<file path="src/core/bcm_pkg.sv">
// Shared constants and types of the buck switch controller core.
package bcm_pkg;

	// ********************************************************************
	// Clock and interval figures
	// ********************************************************************
	localparam int CLK_MHZ      = 125;
	localparam int CNT_W        = 16;
	localparam int T_LEB_NS     = 400;
	localparam int T_ON_MAX_NS  = 20000;
	localparam int T_OFF_MAX_NS = 28000;
	localparam int SHORT_DETECT_INTERVAL_NS  = 32000;
	// A least time rounds up, longest times round down.
	localparam int LEB_CYC  = (T_LEB_NS * CLK_MHZ + 999) / 1000;
	localparam int TON_CYC  = (T_ON_MAX_NS * CLK_MHZ) / 1000;
	localparam int TOFF_CYC = (T_OFF_MAX_NS * CLK_MHZ) / 1000;
	localparam int SC_CYC   = (SHORT_DETECT_INTERVAL_NS * CLK_MHZ) / 1000;

	// ********************************************************************
	// Register map
	// ********************************************************************
	localparam int         ADDR_W       = 8;
	localparam logic [7:0] ADDR_CTRL    = 8'h00;
	localparam logic [7:0] ADDR_STATUS  = 8'h04;
	localparam int         CTRL_EN_BIT  = 0;
	localparam logic       CTRL_EN_RST  = 1'b1;
	localparam int         STAT_ST_LSB  = 0;
	localparam int         STAT_COIL_BIT = 8;
	localparam int         STAT_OUTS_BIT = 9;
	localparam int         STAT_OTP_BIT  = 10;
	localparam int         STAT_SC_BIT   = 11;
	localparam int         STAT_SRC_BIT  = 12;
	localparam int         STAT_GT_BIT   = 13;
	localparam int         STAT_SU_BIT   = 14;

	// ********************************************************************
	// Types
	// ********************************************************************
	typedef enum logic [4:0] {
		ST_LOCK    = 5'b00001,
		ST_PRI     = 5'b00010,
		ST_SEC     = 5'b00100,
		ST_RESTART = 5'b01000,
		ST_LATCH   = 5'b10000
	} bcm_state_t;

	typedef struct packed {
		logic peak;
		logic valley;
		logic ring_ok;
		logic swing_ok;
		logic coil_short;
		logic die_trip;
		logic die_release;
		logic led_hot;
		logic above_start;
		logic below_stop;
		logic below_reset;
		logic supply_ok;
	} bcm_cmp_t;

	localparam int CMP_W = 12;

	typedef struct packed {
		bcm_state_t        state;
		logic [CNT_W-1:0]  on_cnt;
		logic [CNT_W-1:0]  off_cnt;
		logic [CNT_W-1:0]  sc_cnt;
		logic              sc_run;
		logic              shorted_coil_fault;
		logic              output_short_fault;
		logic              otp;
		logic              startup;
		logic              enable;
		logic [31:0]       rdata;
	} bcm_reg_t;

endpackage

</file>
<file path="src/core/bcm_ctrl.sv">
// Switch sequencing, protection and register access of the buck controller.
//
// Operation
// RULE1: Cycle starts switch on; peak turns off.
// RULE2: Valid valley in secondary starts next cycle.
// RULE3: Valley needs ringing and swing in range.
// RULE4: Without valley, maximum off-time starts cycle.
// RULE5: Coil and output shorts latch halt.
// RULE6: Supply below reset level clears latch.
// RULE7: Overheat faults halt, then restart via lockout.
// RULE8: Switching starts only with no fault.
// RULE9: Below stop: stop, enable startup source; a latched halt stays in ST_LATCH with the source off.
// RULE10: Sense ignored during blanking after turn-on.
// RULE11: After blanking, sense limit turns switch off.
// RULE12: Die overheat stops until release temperature.
// RULE13: Maximum on-time forces switch off.
// RULE14: Sense above short level latches coil fault.
// RULE15: Off-time expiry starts short detect timer.
// RULE16: Valid valley or stop clears timer.
// RULE17: Maximum on-time clears short detect timer.
// RULE18: Timer expiry latches output short fault.
// RULE19: Start above start level, stop below stop.
// RULE20: Startup source on until supply takes over.
// RULE21: Flags synchronised; intervals are cycle counters.
//
// Our own choices: the placing of the registers and the APB slave port.
`timescale 1ns/100ps
`default_nettype none
module bcm_ctrl #(
	parameter int LEB_P  = bcm_pkg::LEB_CYC,
	parameter int TON_P  = bcm_pkg::TON_CYC,
	parameter int TOFF_P = bcm_pkg::TOFF_CYC,
	parameter int SC_P   = bcm_pkg::SC_CYC
) (
	// Clock and reset
	input  wire logic                      pclk,
	input  wire logic                      presetn,
	// APB slave
	input  wire logic                      psel,
	input  wire logic                      penable,
	input  wire logic                      pwrite,
	input  wire logic [bcm_pkg::ADDR_W-1:0] paddr,
	input  wire logic [31:0]               pwdata,
	output var  logic [31:0]               prdata,
	output var  logic                      pready,
	output var  logic                      pslverr,
	// Comparator flags from the analog side
	input  wire bcm_pkg::bcm_cmp_t         cmp_in,
	// Power stage
	output var  logic                      gate_on,
	output var  logic                      high_voltage_startup_pin,
	// Fault status
	output var  logic                      shorted_coil_fault,
	output var  logic                      output_short_fault
);
	import bcm_pkg::*;

	localparam logic [CNT_W-1:0] LEB_L  = CNT_W'(LEB_P);
	localparam logic [CNT_W-1:0] TON_L  = CNT_W'(TON_P - 1);
	localparam logic [CNT_W-1:0] TOFF_L = CNT_W'(TOFF_P - 1);
	localparam logic [CNT_W-1:0] SC_L   = CNT_W'(SC_P - 1);

	bcm_reg_t r_ff;
	bcm_reg_t nxt_r;
	bcm_cmp_t c;

	logic valid_valley;
	logic past_blank;
	logic fault_present;
	logic sc_expire;
	logic running;
	logic wr_ctrl;
	logic rd_setup;

	// ********************************************************************
	// Comparator synchronisation
	// ********************************************************************
	// Every analog flag crosses in through two flops before any use.
	bcm_sync #(
		.W(CMP_W)
	) u_sync (
		.pclk    (pclk),
		.presetn (presetn),
		.d       (cmp_in),
		.q       (c)
	); // RULE21

	// ********************************************************************
	// Combinational terms
	// ********************************************************************
	assign valid_valley  = c.valley & c.ring_ok & c.swing_ok; // RULE3
	assign past_blank    = r_ff.on_cnt >= LEB_L; // RULE10
	assign fault_present = r_ff.shorted_coil_fault | r_ff.output_short_fault
		| r_ff.otp | c.die_trip | c.led_hot; // RULE8
	assign sc_expire     = r_ff.sc_run && (r_ff.sc_cnt == SC_L);
	assign running       = (r_ff.state == ST_PRI) || (r_ff.state == ST_SEC);
	assign wr_ctrl  = psel && penable && pwrite && (paddr == ADDR_CTRL);
	assign rd_setup = psel && !penable && !pwrite;

	// ********************************************************************
	// Next state
	// ********************************************************************
	always_comb begin
		nxt_r = r_ff;

		// The short detect timer runs on its own beside the cycle.
		if (r_ff.sc_run) begin
			nxt_r.sc_cnt = r_ff.sc_cnt + 1'b1; // RULE21
		end

		case (r_ff.state)
			ST_LOCK: begin
				nxt_r.on_cnt = '0;
				if (c.above_start && !c.below_stop && !fault_present
					&& r_ff.enable) begin
					nxt_r.state   = ST_PRI; // RULE19 RULE8
					nxt_r.startup = 1'b1; // RULE20
				end
			end
			ST_PRI: begin
				nxt_r.on_cnt = r_ff.on_cnt + 1'b1;
				if (past_blank && c.coil_short) begin
					nxt_r.shorted_coil_fault = 1'b1; // RULE14
					nxt_r.state              = ST_LATCH; // RULE5
				end else if (r_ff.on_cnt == TON_L) begin
					nxt_r.state   = ST_SEC; // RULE13
					nxt_r.off_cnt = '0;
					nxt_r.sc_run  = 1'b0; // RULE17
					nxt_r.sc_cnt  = '0;
				end else if (past_blank && c.peak) begin
					nxt_r.state   = ST_SEC; // RULE1 RULE11
					nxt_r.off_cnt = '0;
				end
			end
			ST_SEC: begin
				nxt_r.off_cnt = r_ff.off_cnt + 1'b1;
				if (valid_valley) begin
					nxt_r.state  = ST_PRI; // RULE2
					nxt_r.on_cnt = '0;
					nxt_r.sc_run = 1'b0; // RULE16
					nxt_r.sc_cnt = '0;
				end else if (r_ff.off_cnt == TOFF_L) begin
					nxt_r.state  = ST_PRI; // RULE4
					nxt_r.on_cnt = '0;
					if (!r_ff.sc_run) begin
						nxt_r.sc_run = 1'b1; // RULE15
						nxt_r.sc_cnt = '0;
					end
				end
			end
			ST_RESTART: begin
				// Startup source stays off so the supply decays to stop.
				nxt_r.on_cnt = '0;
			end
			ST_LATCH: begin
				nxt_r.on_cnt = '0;
			end
			default: begin
				nxt_r.state = ST_LOCK;
			end
		endcase

		// Timer ran out with neither valley nor on-time limit.
		if (sc_expire && nxt_r.sc_run) begin
			nxt_r.output_short_fault = 1'b1; // RULE18
			nxt_r.state              = ST_LATCH; // RULE5
		end
		// A latched halt stops and clears the timer so the fault pair stays as set.
		if (nxt_r.state == ST_LATCH) begin
			nxt_r.sc_run = 1'b0; // RULE5
			nxt_r.sc_cnt = '0;
		end

		// Software may halt conversion; it then waits in lockout.
		if (running && !r_ff.enable) begin
			nxt_r.state  = ST_LOCK;
			nxt_r.sc_run = 1'b0;
			nxt_r.sc_cnt = '0;
		end

		// Overheat flags: die trip is sticky until the release level.
		if (c.die_trip) begin
			nxt_r.otp = 1'b1; // RULE12
		end else if (c.die_release) begin
			nxt_r.otp = 1'b0; // RULE12
		end
		if (running && (c.die_trip || c.led_hot)) begin
			nxt_r.state = ST_RESTART; // RULE7
		end

		if (c.supply_ok) begin
			nxt_r.startup = 1'b0; // RULE20
		end

		// Below stop the core locks out; a latched halt stays halted.
		if (c.below_stop) begin
			nxt_r.sc_run = 1'b0; // RULE16
			nxt_r.sc_cnt = '0;
			if (r_ff.state != ST_LATCH) begin
				nxt_r.state = ST_LOCK; // RULE9 RULE19
			end
		end

		// Only a supply collapse to the reset level frees the latch.
		if (c.below_reset) begin
			nxt_r.shorted_coil_fault = 1'b0; // RULE6
			nxt_r.output_short_fault = 1'b0; // RULE6
			nxt_r.sc_run             = 1'b0;
			nxt_r.sc_cnt             = '0;
			if (nxt_r.state != ST_PRI && nxt_r.state != ST_SEC) begin
				nxt_r.state = ST_LOCK;
			end
		end

		// ****************************************************************
		// Register access
		// ****************************************************************
		if (wr_ctrl) begin
			nxt_r.enable = pwdata[CTRL_EN_BIT];
		end
		if (rd_setup) begin
			nxt_r.rdata = '0;
			if (paddr == ADDR_CTRL) begin
				nxt_r.rdata[CTRL_EN_BIT] = r_ff.enable;
			end else if (paddr == ADDR_STATUS) begin
				nxt_r.rdata[STAT_ST_LSB +: 5]  = r_ff.state;
				nxt_r.rdata[STAT_COIL_BIT] = r_ff.shorted_coil_fault;
				nxt_r.rdata[STAT_OUTS_BIT] = r_ff.output_short_fault;
				nxt_r.rdata[STAT_OTP_BIT]  = r_ff.otp;
				nxt_r.rdata[STAT_SC_BIT]   = r_ff.sc_run;
				nxt_r.rdata[STAT_SRC_BIT]  = high_voltage_startup_pin;
				nxt_r.rdata[STAT_GT_BIT]  = gate_on;
				nxt_r.rdata[STAT_SU_BIT]  = r_ff.startup;
			end
		end
	end

	// ********************************************************************
	// State register
	// ********************************************************************
	always_ff @(posedge pclk or negedge presetn) begin
		if (!presetn) begin
			r_ff.state              <= ST_LOCK;
			r_ff.on_cnt             <= '0;
			r_ff.off_cnt            <= '0;
			r_ff.sc_cnt             <= '0;
			r_ff.sc_run             <= 1'b0;
			r_ff.shorted_coil_fault <= 1'b0;
			r_ff.output_short_fault <= 1'b0;
			r_ff.otp                <= 1'b0;
			r_ff.startup            <= 1'b0;
			r_ff.enable             <= CTRL_EN_RST;
			r_ff.rdata              <= '0;
		end else begin
			r_ff <= nxt_r;
		end
	end

	// ********************************************************************
	// Outputs
	// ********************************************************************
	assign gate_on = (r_ff.state == ST_PRI); // RULE1
	// Recharge in lockout; keep the source on until the supply holds.
	assign high_voltage_startup_pin = (r_ff.state == ST_LOCK)
		|| (running && r_ff.startup); // RULE9 RULE20
	assign shorted_coil_fault = r_ff.shorted_coil_fault;
	assign output_short_fault = r_ff.output_short_fault;
	assign prdata  = r_ff.rdata;
	assign pready  = 1'b1;
	assign pslverr = psel && penable
		&& (paddr != ADDR_CTRL) && (paddr != ADDR_STATUS);
endmodule
`default_nettype wire

</file>
<file path="src/core/bcm_sync.sv">
// Two-flop synchroniser for the comparator flags.
`timescale 1ns/100ps
`default_nettype none
module bcm_sync #(
	parameter int W = 1
) (
	// Clock and reset
	input  wire logic         pclk,
	input  wire logic         presetn,
	// Flags
	input  wire logic [W-1:0] d,
	output var  logic [W-1:0] q
);
	import bcm_pkg::*;

	typedef struct packed {
		logic [W-1:0] meta;
		logic [W-1:0] sync;
	} bcm_sync_t;

	bcm_sync_t s_ff;
	bcm_sync_t nxt_s;

	// Only the second stage is read, so a metastable first flop never leaks.
	always_comb begin
		nxt_s.meta = d;
		nxt_s.sync = s_ff.meta;
	end

	always_ff @(posedge pclk or negedge presetn) begin
		if (!presetn) begin
			s_ff <= '0;
		end else begin
			s_ff <= nxt_s;
		end
	end

	assign q = s_ff.sync;
endmodule
`default_nettype wire

</file>
<file path="config.mk">
export PLATFORM = sky130hd
export DESIGN_NAME = bcm_ctrl
export DESIGN_NICKNAME = d
export VERILOG_FILES = /design/src/core/bcm_pkg.sv /design/src/core/bcm_ctrl.sv /design/src/core/bcm_sync.sv
export SDC_FILE = /design/constraint.sdc
export NUM_CORES = 1
export LEC_CHECK = 0
export ABC_AREA = 1
export BUFFER_PORTS_ARGS = -buffer_cell sky130_fd_sc_hd__buf_2
export CORE_ASPECT_RATIO = 1.25
export CORE_MARGIN = 1.5
export CORE_UTILIZATION = 39
export CTS_BUF_LIST = sky130_fd_sc_hd__clkbuf_8 sky130_fd_sc_hd__clkbuf_16
export CTS_CLUSTER_DIAMETER = 50
export CTS_CLUSTER_SIZE = 12
export DETAILED_ROUTE_END_ITERATION = 8
export PLACE_DENSITY = 0.61
export SYNTH_ARGS = -nofsm -noshare
export SYNTH_HDL_FRONTEND = slang
export SYNTH_SLANG_ARGS = --single-unit
</file>
<file path="constraint.sdc">
create_clock -name pclk -period 2.8 [get_ports pclk]
set_clock_uncertainty 0.2 [all_clocks]
set_input_delay 0 -clock pclk [delete_from_list [all_inputs] [get_ports pclk]]
set_output_delay 0 -clock pclk [all_outputs]
set_load 0.05 [all_outputs]
</file>
**Yosys cells after proc, flatten, opt, wreduce, memory -nomap -nowiden**

Cells that the tools add are included.

- Flip-flop bits (word level): 95
- Output and inout bits: 38
- Word-level logic and storage cells: 123

- $add $sub $neg: 3
- Magnitude comparators: 1
- Eq/ne operators: 17
- Multiplexer cells: 41
- Bitwise gates (word level): 6
- Reductions and logical operators: 42

Operator list:

| cell | number |
|---|---|
| 17-bit 2-to-1 mux | 7 |
| 33-bit case mux with 2 select lines | 1 |
| 5-bit 2-to-1 mux | 12 |
| 16-bit by 1-bit adder with 16-bit output, second input constant | 3 |
| 16-bit by 12-bit equality test with 1-bit output, second input constant | 3 |
| 16-bit 2-to-1 mux | 3 |
| 16-bit case mux with 3 select lines | 1 |
| 21-bit 2-to-1 mux | 2 |
| 33-bit 2-to-1 mux | 1 |
| 5-bit case mux with 4 select lines | 1 |
| 19-bit 2-to-1 mux | 1 |
| 1-bit logical AND | 18 |
| 16-bit by 6-bit greater-or-equal comparator with 1-bit output, second input constant | 1 |
| 7-bit 2-to-1 mux | 2 |
| 2-bit nonzero test | 7 |
| 5-bit equality test, second input constant | 2 |
| 1-bit 2-to-1 mux | 9 |
| 8-bit by 3-bit equality test with 1-bit output, second input constant | 1 |
| 8-bit zero test | 1 |
| 8-bit by 3-bit inequality test with 1-bit output, second input constant | 1 |
| 8-bit nonzero test | 1 |
| 2-bit AND reduction | 3 |
| 5-bit by 1-bit equality test with 1-bit output, second input constant | 1 |
| 5-bit by 2-bit equality test with 1-bit output, second input constant | 1 |
| other kinds (17) | 27 |

**Logic depth before layout (Yosys ltp)**

Gate-level depths: netlist (run 1).

- Word-level depth: 18
- Depth in mapped cells: 14
- Mapped depth without buffers: 14

**Cells and area by module**

Synthesis (run 1) repeated with hierarchy kept, for this count alone.

- Cells, all modules: 578
- Area total of the unflattened synthesis: 5,064.9 um^2

By module, submodules not included:

| module | instances | cells an instance | area each (um^2) | sequential area each (um^2) |
|---|---|---|---|---|
| bcm_ctrl | 1 | 554 | 4,464.3 | 1,779.2 |
| bcm_sync | 1 | 24 | 600.6 | 600.6 |

**Worst setup path after synthesis (run 1)**

No wires, ideal clock.

- Kind: register to register
- From: register r_ff[89] in the netlist's numbering
- To: register r_ff (netlist bit prdata[12])
- Data arrival time: 2,367 ps
- Path slack: 149 ps
- Cell stages (with the launch flop): 8
- Period minus slack after synthesis: 2,651 ps
- Path through: dfrtp_1 nor2_4 nand2_2 nor2_8 nor2_4 o21ai_0 inv_1 o21ai_0

- Word-level cells in the longest chain between the ends: 6
- Elaborated cells between the ends (all ways): 8
- Classes of those cells: eq/ne (3); mux (2); reduce/logical (3)

Ends and longest elaborated chain:

| what | line | text |
|---|---|---|
| from (decl) | bcm_ctrl.sv:63 | `bcm_reg_t r_ff;` |
| from (signal assigned) | bcm_ctrl.sv:255 | `r_ff <= nxt_r;` |
| 5-bit by 2-bit equality test with 1-bit output | - |  |
| net gate_on | bcm_ctrl.sv:50 | `output var logic gate_on,` |
| 1-bit logical OR | bcm_ctrl.sv:96 | `assign running = (r_ff.state == ST_PRI) \|\| (r_ff.state == ST_SEC);` |
| 1-bit logical AND | bcm_ctrl.sv:265 | `\|\| (running && r_ff.startup);` |
| 1-bit logical OR | bcm_ctrl.sv:265 |  |
| net high_voltage_startup_pin | bcm_ctrl.sv:51 | `output var logic high_voltage_startup_pin,` |
| 7-bit 2-to-1 mux | bcm_ctrl.sv:225 | `end else if (paddr == ADDR_STATUS) begin` |
| 7-bit 2-to-1 mux | bcm_ctrl.sv:223 | `if (paddr == ADDR_CTRL) begin` |

The timed path passes the listed nets, and every way through them passes these cells.
A chain may end at the register's enable or synchronous reset.

**Worst setup path after layout (run 1)**

- From: register r_ff[54] in the netlist's numbering
- To: register r_ff[81] in the netlist's numbering

- Word-level cells in the longest chain between the ends: 3

Ends and longest elaborated chain:

| what | line | text |
|---|---|---|
| 16-bit by 12-bit equality test with 1-bit output | bcm_ctrl.sv:142 | `end else if (r_ff.off_cnt == TOFF_L) begin` |
| 3-bit by 2-bit inequality test with 1-bit output (no line) | - |  |
| 2-bit AND reduction (no line) | - |  |

Every way passes these cells.

==> flow_metrics.py, run 1 <==
metrics = {
    "detailed_routing": {
        "detail_route.wirelength_mm": 9.68,
        "drt_iter0_markers": 197,
        "routed_wire_length_per_instance_um": 12.4,
        "firstDrtPassIters": 5,
        "route.detailed.vias_per_inst": 4.76,
        "antenna_violating_nets_post_route": 0,
        "route.detailed.drc": 0,
        "routed-via-count": 3730,
    },
    "critical_path": {
        "worst_ep_arrival_time_ns": 2.45,
        "critical_path_peak_fanout": 19,
        "crit_path_start_kind": "register",
        "cpPeakStageDelay_ns": 0.41,
        "crit_path_top_delay_cell": "sky130_fd_sc_hd__dfrtp_1",
        "critical-path-top-cell-by-count": "sky130_fd_sc_hd__nand2_1",
        "critical_path.n_buffers_inverters": 1,
        "crit_chain": "ha_1 > nand4_1 > nor2_1 > nand2_1 > nand2_2 > nand2_2 > inv_2 > nand2_1 > o21bai_1 > nand2_1 > nor2_1",
        "criticalPathCategory": "reg -> reg",
        "endpoint_kind": "register",
        "timing.critical_path.max_delay_family": "simple AND/OR/NAND/NOR gates",
        "timing.critical_path.required_ns": 2.87,
    },
    "place": {
        "hpwl_mm": 7.08,
        "gp_congestion": 0.886,
        "dp_worst_setup_slack_ns": 0.434,
        "dpl_cell_area_sq_um": 5170,
        "placement.io_buffers": 42,
        "dp_cells": 749,
    },
    "global_routing": {
        "track_usage_pct": 15.2,
        "globalRouteOverflowTotal": 0,
        "vias_in_the_first_global_route": 3566,
        "grt_first_pass_wirelength_mm": 16.4,
        "initial_antenna_violation_count": 0,
        "grt_max_degree": 52,
    },
    "clock_tree": {
        "post_cts_buffers": 0,
        "cts_made_buffers": 9,
        "clock_buffer_depth": 2,
        "clock-root-buffer": "sky130_fd_sc_hd__clkbuf_16",
        "cts_max_level": 3,
        "worst_setup_hold_path_clk_slew_ns": 0.07,
        "clock_tree_from_tritoncts": "yes",
        "worst_skew_pair.late_latency_ns": 0.34,
        "clock-sinks": 95,
    },
    "synth": {
        "netlist.top_cell.by_area": "sky130_fd_sc_hd__dfrtp_1",
        "ys_ff_latch": 95,
        "asyncSetResetFlopFracSynth_pct": 100,
        "syn-instance-count": 561,
        "synthDistinctLibCells": 42,
        "top_flip_flop_cell_by_instance_count_after_synthesis": "sky130_fd_sc_hd__dfrtp_1",
        "synth_edf_count": 0,
        "post_synth.cell_area_avg_sq_um": 8.84,
        "synthesis.area_sq_um": 4960,
        "yosys-top-cells-count": "sky130_fd_sc_hd__nand2_1 (97), sky130_fd_sc_hd__dfrtp_1 (93), sky130_fd_sc_hd__inv_1 (66), sky130_fd_sc_hd__nor2_1 (50), sky130_fd_sc_hd__buf_4 (33)",
        "synth_sequential_area_ratio_pct": 48.0,
        "netlist_top_cells_area": "sky130_fd_sc_hd__dfrtp_1 (47%), sky130_fd_sc_hd__nand2_1 (7.3%), sky130_fd_sc_hd__buf_4 (5.0%)",
        "most_frequently_used_cell_type_in_the_post_synthesis_netlist": "sky130_fd_sc_hd__nand2_1",
        "post-synth-top-area-fraction_pct": 46.9,
        "yosys_warnings": 0,
    },
    "outcome": {
        "outcome": "complete, no violations",
    },
    "timing": {
        "slew_at_the_pin_with_the_worst_max_slew_slack_ns": 0.637,
        "fin_ws_ns": 0.428,
        "timing.setup.tns_ns": 0,
        "post-route-period-util_pct": 84.7,
        "maxSlewViolCount": 0,
        "hold_violation_total_from_the_final_report": 0,
        "min_period_ns": 2.37,
        "hold_ws_ns": 0.0194,
        "max-slew-margin-rel_pct": 57.5,
        "rsz0062_at_grt": "no",
        "maxClockFrequency_ghz": 0.422,
        "finalSetupViolations": 0,
    },
    "pwr": {
        "clock_power_share_pct": 47.3,
        "share_comb_of_total_power_pct": 5.5,
        "net_sw_power_uw": 662,
        "total_leakage_power_uw": 0.00260,
        "internal-power_uw": 2310,
        "swShare_pct": 22.3,
        "sequential_cell_fraction_of_total_power_pct": 47.2,
        "power_density_nw_per_um2": 521,
        "vdd.ir_drop.worst_uv": 253,
    },
    "hold_path": {
        "hold_path_class": "in -> async",
    },
    "die": {
        "io_pins": 95,
        "die-width_um": 104,
        "std_cell_rows": 45,
        "design.core.area_sq_um": 12300,
        "dieArea_sq_um": 13400,
        "floorplan.initialDensity_pct": 40.4,
        "die_h_um": 129,
    },
    "finish": {
        "design.final.nets": 676,
        "fin_area_sq_um": 5700,
        "syn_to_final_growth_pct": 14.9,
        "ant_cells": 0,
        "drive_gt1_share_pct": 16.8,
        "layout.cells.non_filler": 783,
    },
    "flow_run": {
        "cap_violations": 0,
    },
}
per-stage QoR:
step | power, uW | utilization [%]
floorplan | 1540 | -
global placement | 1570 | 42.2
detailed placement | 1580 | 42.2
CTS | 3010 | 46.4
global route | 3070 | 46.4
finish | 2970 | 46.4
per-layer routing:
| layer | track usage, % | vias to the layer above | share of wire [%] |
|---|---|---|---|
| met2 | 26.9 | 83 | 51 |
| met3 | 2.87 | 17 | 3.2 |
| met4 | 6.54 | 0 | 1.9 |
| li1 | - | 1861 | - |
| met1 | 18.1 | 1769 | 44 |
| met5 | 0 | - | 0 |
sequential cells by signal, summed over array words and instances (netlist names):
| signal | cells |
|---|---|
| prdata | 12 |
| u_sync.q | 12 |
| u_sync.nxt_s | 12 |
| output_short_fault | 1 |
| r_ff | 57 |
| shorted_coil_fault | 1 |
power by group through the flow:
| stage | combinational (uW) | clock, uW | sequential [uW] |
|---|---|---|---|
| detailed placement | 149 | 0 | 1430 |
| floorplan | 121 | 0 | 1420 |
| global route | 179 | 1490 | 1400 |
| global placement | 148 | 0 | 1430 |
| CTS | 166 | 1440 | 1400 |
| finish | 164 | 1400 | 1400 |
cells by family after synthesis:
family          count (synthesis)  share of synthesized area, %
xor+xnor                       32                          5.65
mux                             1                         0.202
fa+ha+maj                       5                          1.26
buf+inv                       114                          11.5
other cells                     2                         0.151
compound gates                 64                          7.57
flops                          95                          48.0
simple gates                  248                          25.7
cell usage in the layout, fill, tap and decap left out, types with 3 or more instances in the layout:
cell / synthesis / final
sky130_fd_sc_hd__a21oi_1: 15 / 15
sky130_fd_sc_hd__buf_2: 2 / 41
sky130_fd_sc_hd__buf_4: 33 / 3
sky130_fd_sc_hd__bufinv_16: 0 / 3
sky130_fd_sc_hd__clkbuf_16: 0 / 9
sky130_fd_sc_hd__conb_1: 2 / 21
sky130_fd_sc_hd__dfrtp_1: 93 / 93
sky130_fd_sc_hd__dlygate4sd3_1: 0 / 18
sky130_fd_sc_hd__ha_1: 5 / 5
sky130_fd_sc_hd__inv_1: 66 / 66
sky130_fd_sc_hd__inv_2: 7 / 7
sky130_fd_sc_hd__nand2_1: 97 / 97
sky130_fd_sc_hd__nand2_2: 6 / 6
sky130_fd_sc_hd__nand3_1: 30 / 30
sky130_fd_sc_hd__nand3_2: 4 / 4
sky130_fd_sc_hd__nand4_1: 17 / 17
sky130_fd_sc_hd__nor2_1: 50 / 50
sky130_fd_sc_hd__nor2_2: 4 / 4
sky130_fd_sc_hd__nor2_4: 14 / 14
sky130_fd_sc_hd__nor3_1: 12 / 12
sky130_fd_sc_hd__nor4_1: 5 / 5
sky130_fd_sc_hd__o21ai_0: 26 / 26
sky130_fd_sc_hd__o22ai_1: 10 / 10
sky130_fd_sc_hd__o31ai_1: 5 / 5
sky130_fd_sc_hd__xnor2_1: 8 / 8
sky130_fd_sc_hd__xor2_1: 24 / 24
what timing repair did:
item                      CTS  global route
hold buffers               18             0
resized for setup           0             0
hold endpoints to repair   63             0
final timing paths:
| kind | start | endpoint | slack [ns] | depth (start not counted) |
|---|---|---|---|---|
| min in group pclk | psel | prdata[14] | 0.04 | 4 |
| hold reg to reg | u_sync.nxt_s[4] | u_sync.q[4] | 0.15 | 0 |
| setup / recovery | r_ff[54] | r_ff[81] | 0.43 | 11 |
| max in group asynchronous | presetn | r_ff[32] | 1.59 | 3 |
| hold / removal | presetn | r_ff[61] | 0.02 | 2 |
| setup reg to reg | r_ff[54] | r_ff[81] | 0.43 | 11 |
area by class of cell:
type	instances	area [sq um]
clock buffer	9	225
clock inverter	7	120
fill	1198	6570
inverter	75	282
multi-input combinational	371	2080
sequential	95	2380
tap	164	205
timing repair buffer	62	408
Note: power is estimated with default switching activity, not from simulation.
==> inputs of run 2 (changes only) <==
clock period = 2.2 ns   (was 2.8 ns; I/O delays follow)
==> flow_metrics.py, run 2 (synthesized netlist as in run 1, its figures left out) <==
metrics = {
    "global_routing": {
        "globalRouteOverflowTotal": 0,
        "grt_max_degree": 48,
        "track_usage_pct": 15.8,
        "grt_first_pass_wirelength_mm": 16.9,
        "vias_in_the_first_global_route": 3713,
        "initial_antenna_violation_count": 0,
    },
    "finish": {
        "design.final.nets": 699,
        "ant_cells": 0,
        "layout_common_cells": "sky130_fd_sc_hd__nand2_1 (97), sky130_fd_sc_hd__dfrtp_1 (92), sky130_fd_sc_hd__inv_1 (67)",
        "layout.cells.non_filler": 806,
        "drive_gt1_share_pct": 22.4,
        "layout.cells.most_common": "sky130_fd_sc_hd__nand2_1",
        "syn_to_final_growth_pct": 19.8,
        "fillerInstances": 1186,
        "largest_register_ff_count": 57,
        "biggest_register": "r_ff",
    },
    "pwr": {
        "clock_power_share_pct": 42.7,
        "vdd.ir_drop.worst_uv": 322,
        "internal-power_uw": 2620,
        "sequential_cell_fraction_of_total_power_pct": 50.7,
        "power_density_nw_per_um2": 592,
        "share_comb_of_total_power_pct": 6.5,
        "net_sw_power_uw": 900,
        "swShare_pct": 25.6,
        "total_leakage_power_uw": 0.00272,
    },
    "timing": {
        "post-route-period-util_pct": 95.1,
        "maxSlewViolCount": 0,
        "hold_ws_ns": -0.00280,
        "hold_violation_total_from_the_final_report": 11,
        "rsz0062_at_grt": "yes",
        "min_period_ns": 2.09,
        "maxClockFrequency_ghz": 0.478,
        "finalSetupViolations": 0,
    },
    "detailed_routing": {
        "detail_route.wirelength_mm": 10.1,
        "routed_wire_length_per_instance_um": 12.6,
        "drt_iter0_markers": 174,
        "route.detailed.drc": 0,
        "antenna_violating_nets_post_route": 0,
        "routed-via-count": 3832,
        "firstDrtPassIters": 6,
        "route.detailed.vias_per_inst": 4.75,
    },
    "critical_path": {
        "critical_path_peak_fanout": 5,
        "crit_path_top_delay_cell": "sky130_fd_sc_hd__dfrtp_1",
        "worst_ep_arrival_time_ns": 2.12,
        "r2r.worst_path.cells": 8,
        "reg2reg_to": "r_ff[53]",
        "crit_chain": "nand4_1 > nor2_1 > nand3_1 > nor2_2 > nand2_1 > nor3_1 > xor2_1 > nor2_4",
        "critical_path.n_buffers_inverters": 0,
        "criticalPathCategory": "reg -> reg",
        "timing.critical_path.max_delay_family": "simple AND/OR/NAND/NOR gates",
        "crit_path_start_kind": "register",
        "timing.critical_path.required_ns": 2.23,
        "endpoint_kind": "register",
        "cpPeakStageDelay_ns": 0.44,
        "r2r_start": "r_ff[37]",
        "ff2ff_setup_slack_ns": 0.11,
    },
    "die": {
        "die_h_um": 129,
        "design.core.area_sq_um": 12300,
        "io_pins": 95,
        "dieArea_sq_um": 13400,
        "die-width_um": 104,
        "std_cell_rows": 45,
        "floorplan.initialDensity_pct": 40.4,
    },
    "place": {
        "gp_congestion": 0.899,
        "hpwl_mm": 7.17,
        "dp_cells": 769,
        "placement.io_buffers": 42,
    },
    "clock_tree": {
        "clock-sinks": 95,
        "cts_max_level": 3,
        "worst_skew_pair.late_latency_ns": 0.35,
        "cts_made_buffers": 9,
        "clock_buffer_depth": 2,
        "clock-root-buffer": "sky130_fd_sc_hd__clkbuf_16",
        "worst_setup_hold_path_clk_slew_ns": 0.07,
        "clock_tree_from_tritoncts": "yes",
    },
    "hold_path": {
        "hold_path_class": "in -> async",
    },
    "outcome": {
        "outcome": "finished with violations",
        "failed_checks": "negative hold slack",
    },
    "flow_run": {
        "cap_violations": 0,
    },
}
-- run 2: changes by cell type in the layout (fill, tap and decap cells not counted), moves of 3 or more --
cell,before,now
sky130_fd_sc_hd__buf_4,3,23
sky130_fd_sc_hd__nor2_1,50,40
sky130_fd_sc_hd__nor2_2,4,11
sky130_fd_sc_hd__buf_12,0,4
sky130_fd_sc_hd__bufinv_16,3,0
sky130_fd_sc_hd__nor2_4,14,17
-- run 2: layout make-up --
cell class	count	area (sq um)	share of cell area (%)
clock buffer	9	225	3.79
sequential	95	2380	40.1
inverter	75	282	4.74
clock inverter	7	57.6	0.968
timing repair buffer	85	628	10.6
multi-input combinational	371	2160	36.4
tap	164	205	3.45
-- run 2: tightest hold or removal path, stage by stage --
cell,delay [ns]
sky130_fd_sc_hd__dlygate4sd3_1,0.53
sky130_fd_sc_hd__buf_4,0.17
sky130_fd_sc_hd__buf_12,0.21
-- run 2: layer usage --
layer	vias up	routed length, um	track usage (%)
met5	-	0	0
met4	0	276	6.94
met3	23	353	3.57
met2	78	5070	27.1
met1	1819	4420	19.2
li1	1912	-	-
-- run 2: metrics by stage --
step | cell area, sq um | total power (uW) | utilization, % | setup TNS, ns | setup slack (ns)
6_report | 5940 | 3520 | 48.4 | 0 | 0.108
5_1_grt | 5940 | 3660 | 48.4 | -0.149 | -0.0338
4_1_cts | 5840 | 3560 | 47.6 | 0 | 0.0728
3_5_place_dp | 5370 | 2020 | 43.7 | 0 | 0.101
3_3_place_gp | 5370 | 2020 | 43.7 | 0 | 0.131
2_1_floorplan | 5030 | 1970 | - | 0 | 0.155
-- run 2: power groups by stage --
stage,Combinational [uW],Clock (uW),Sequential (uW)
finish,230,1500,1780
floorplan,154,0,1810
global placement,203,0,1820
CTS,231,1550,1780
global route,251,1620,1780
detailed placement,205,0,1820
-- run 2: repair_timing --
item | CTS | global route
buffers inserted | 0 | 3
resized for setup | 0 | 22
endpoints found under the setup margin | 0 | 27
endpoints found under the hold margin | 107 | 0
hold buffers | 18 | 0
-- run 2: how the worst max path moves through the flow --
stage,from,endpoint,cells after the start
2_1_floorplan,r_ff[89],r_ff[48],12
3_3_place_gp,r_ff[70],r_ff[53],14
3_5_place_dp,r_ff[70],r_ff[53],14
4_1_cts,r_ff[70],r_ff[53],14
5_1_grt,r_ff[37],r_ff[53],8
6_report,r_ff[37],r_ff[53],8
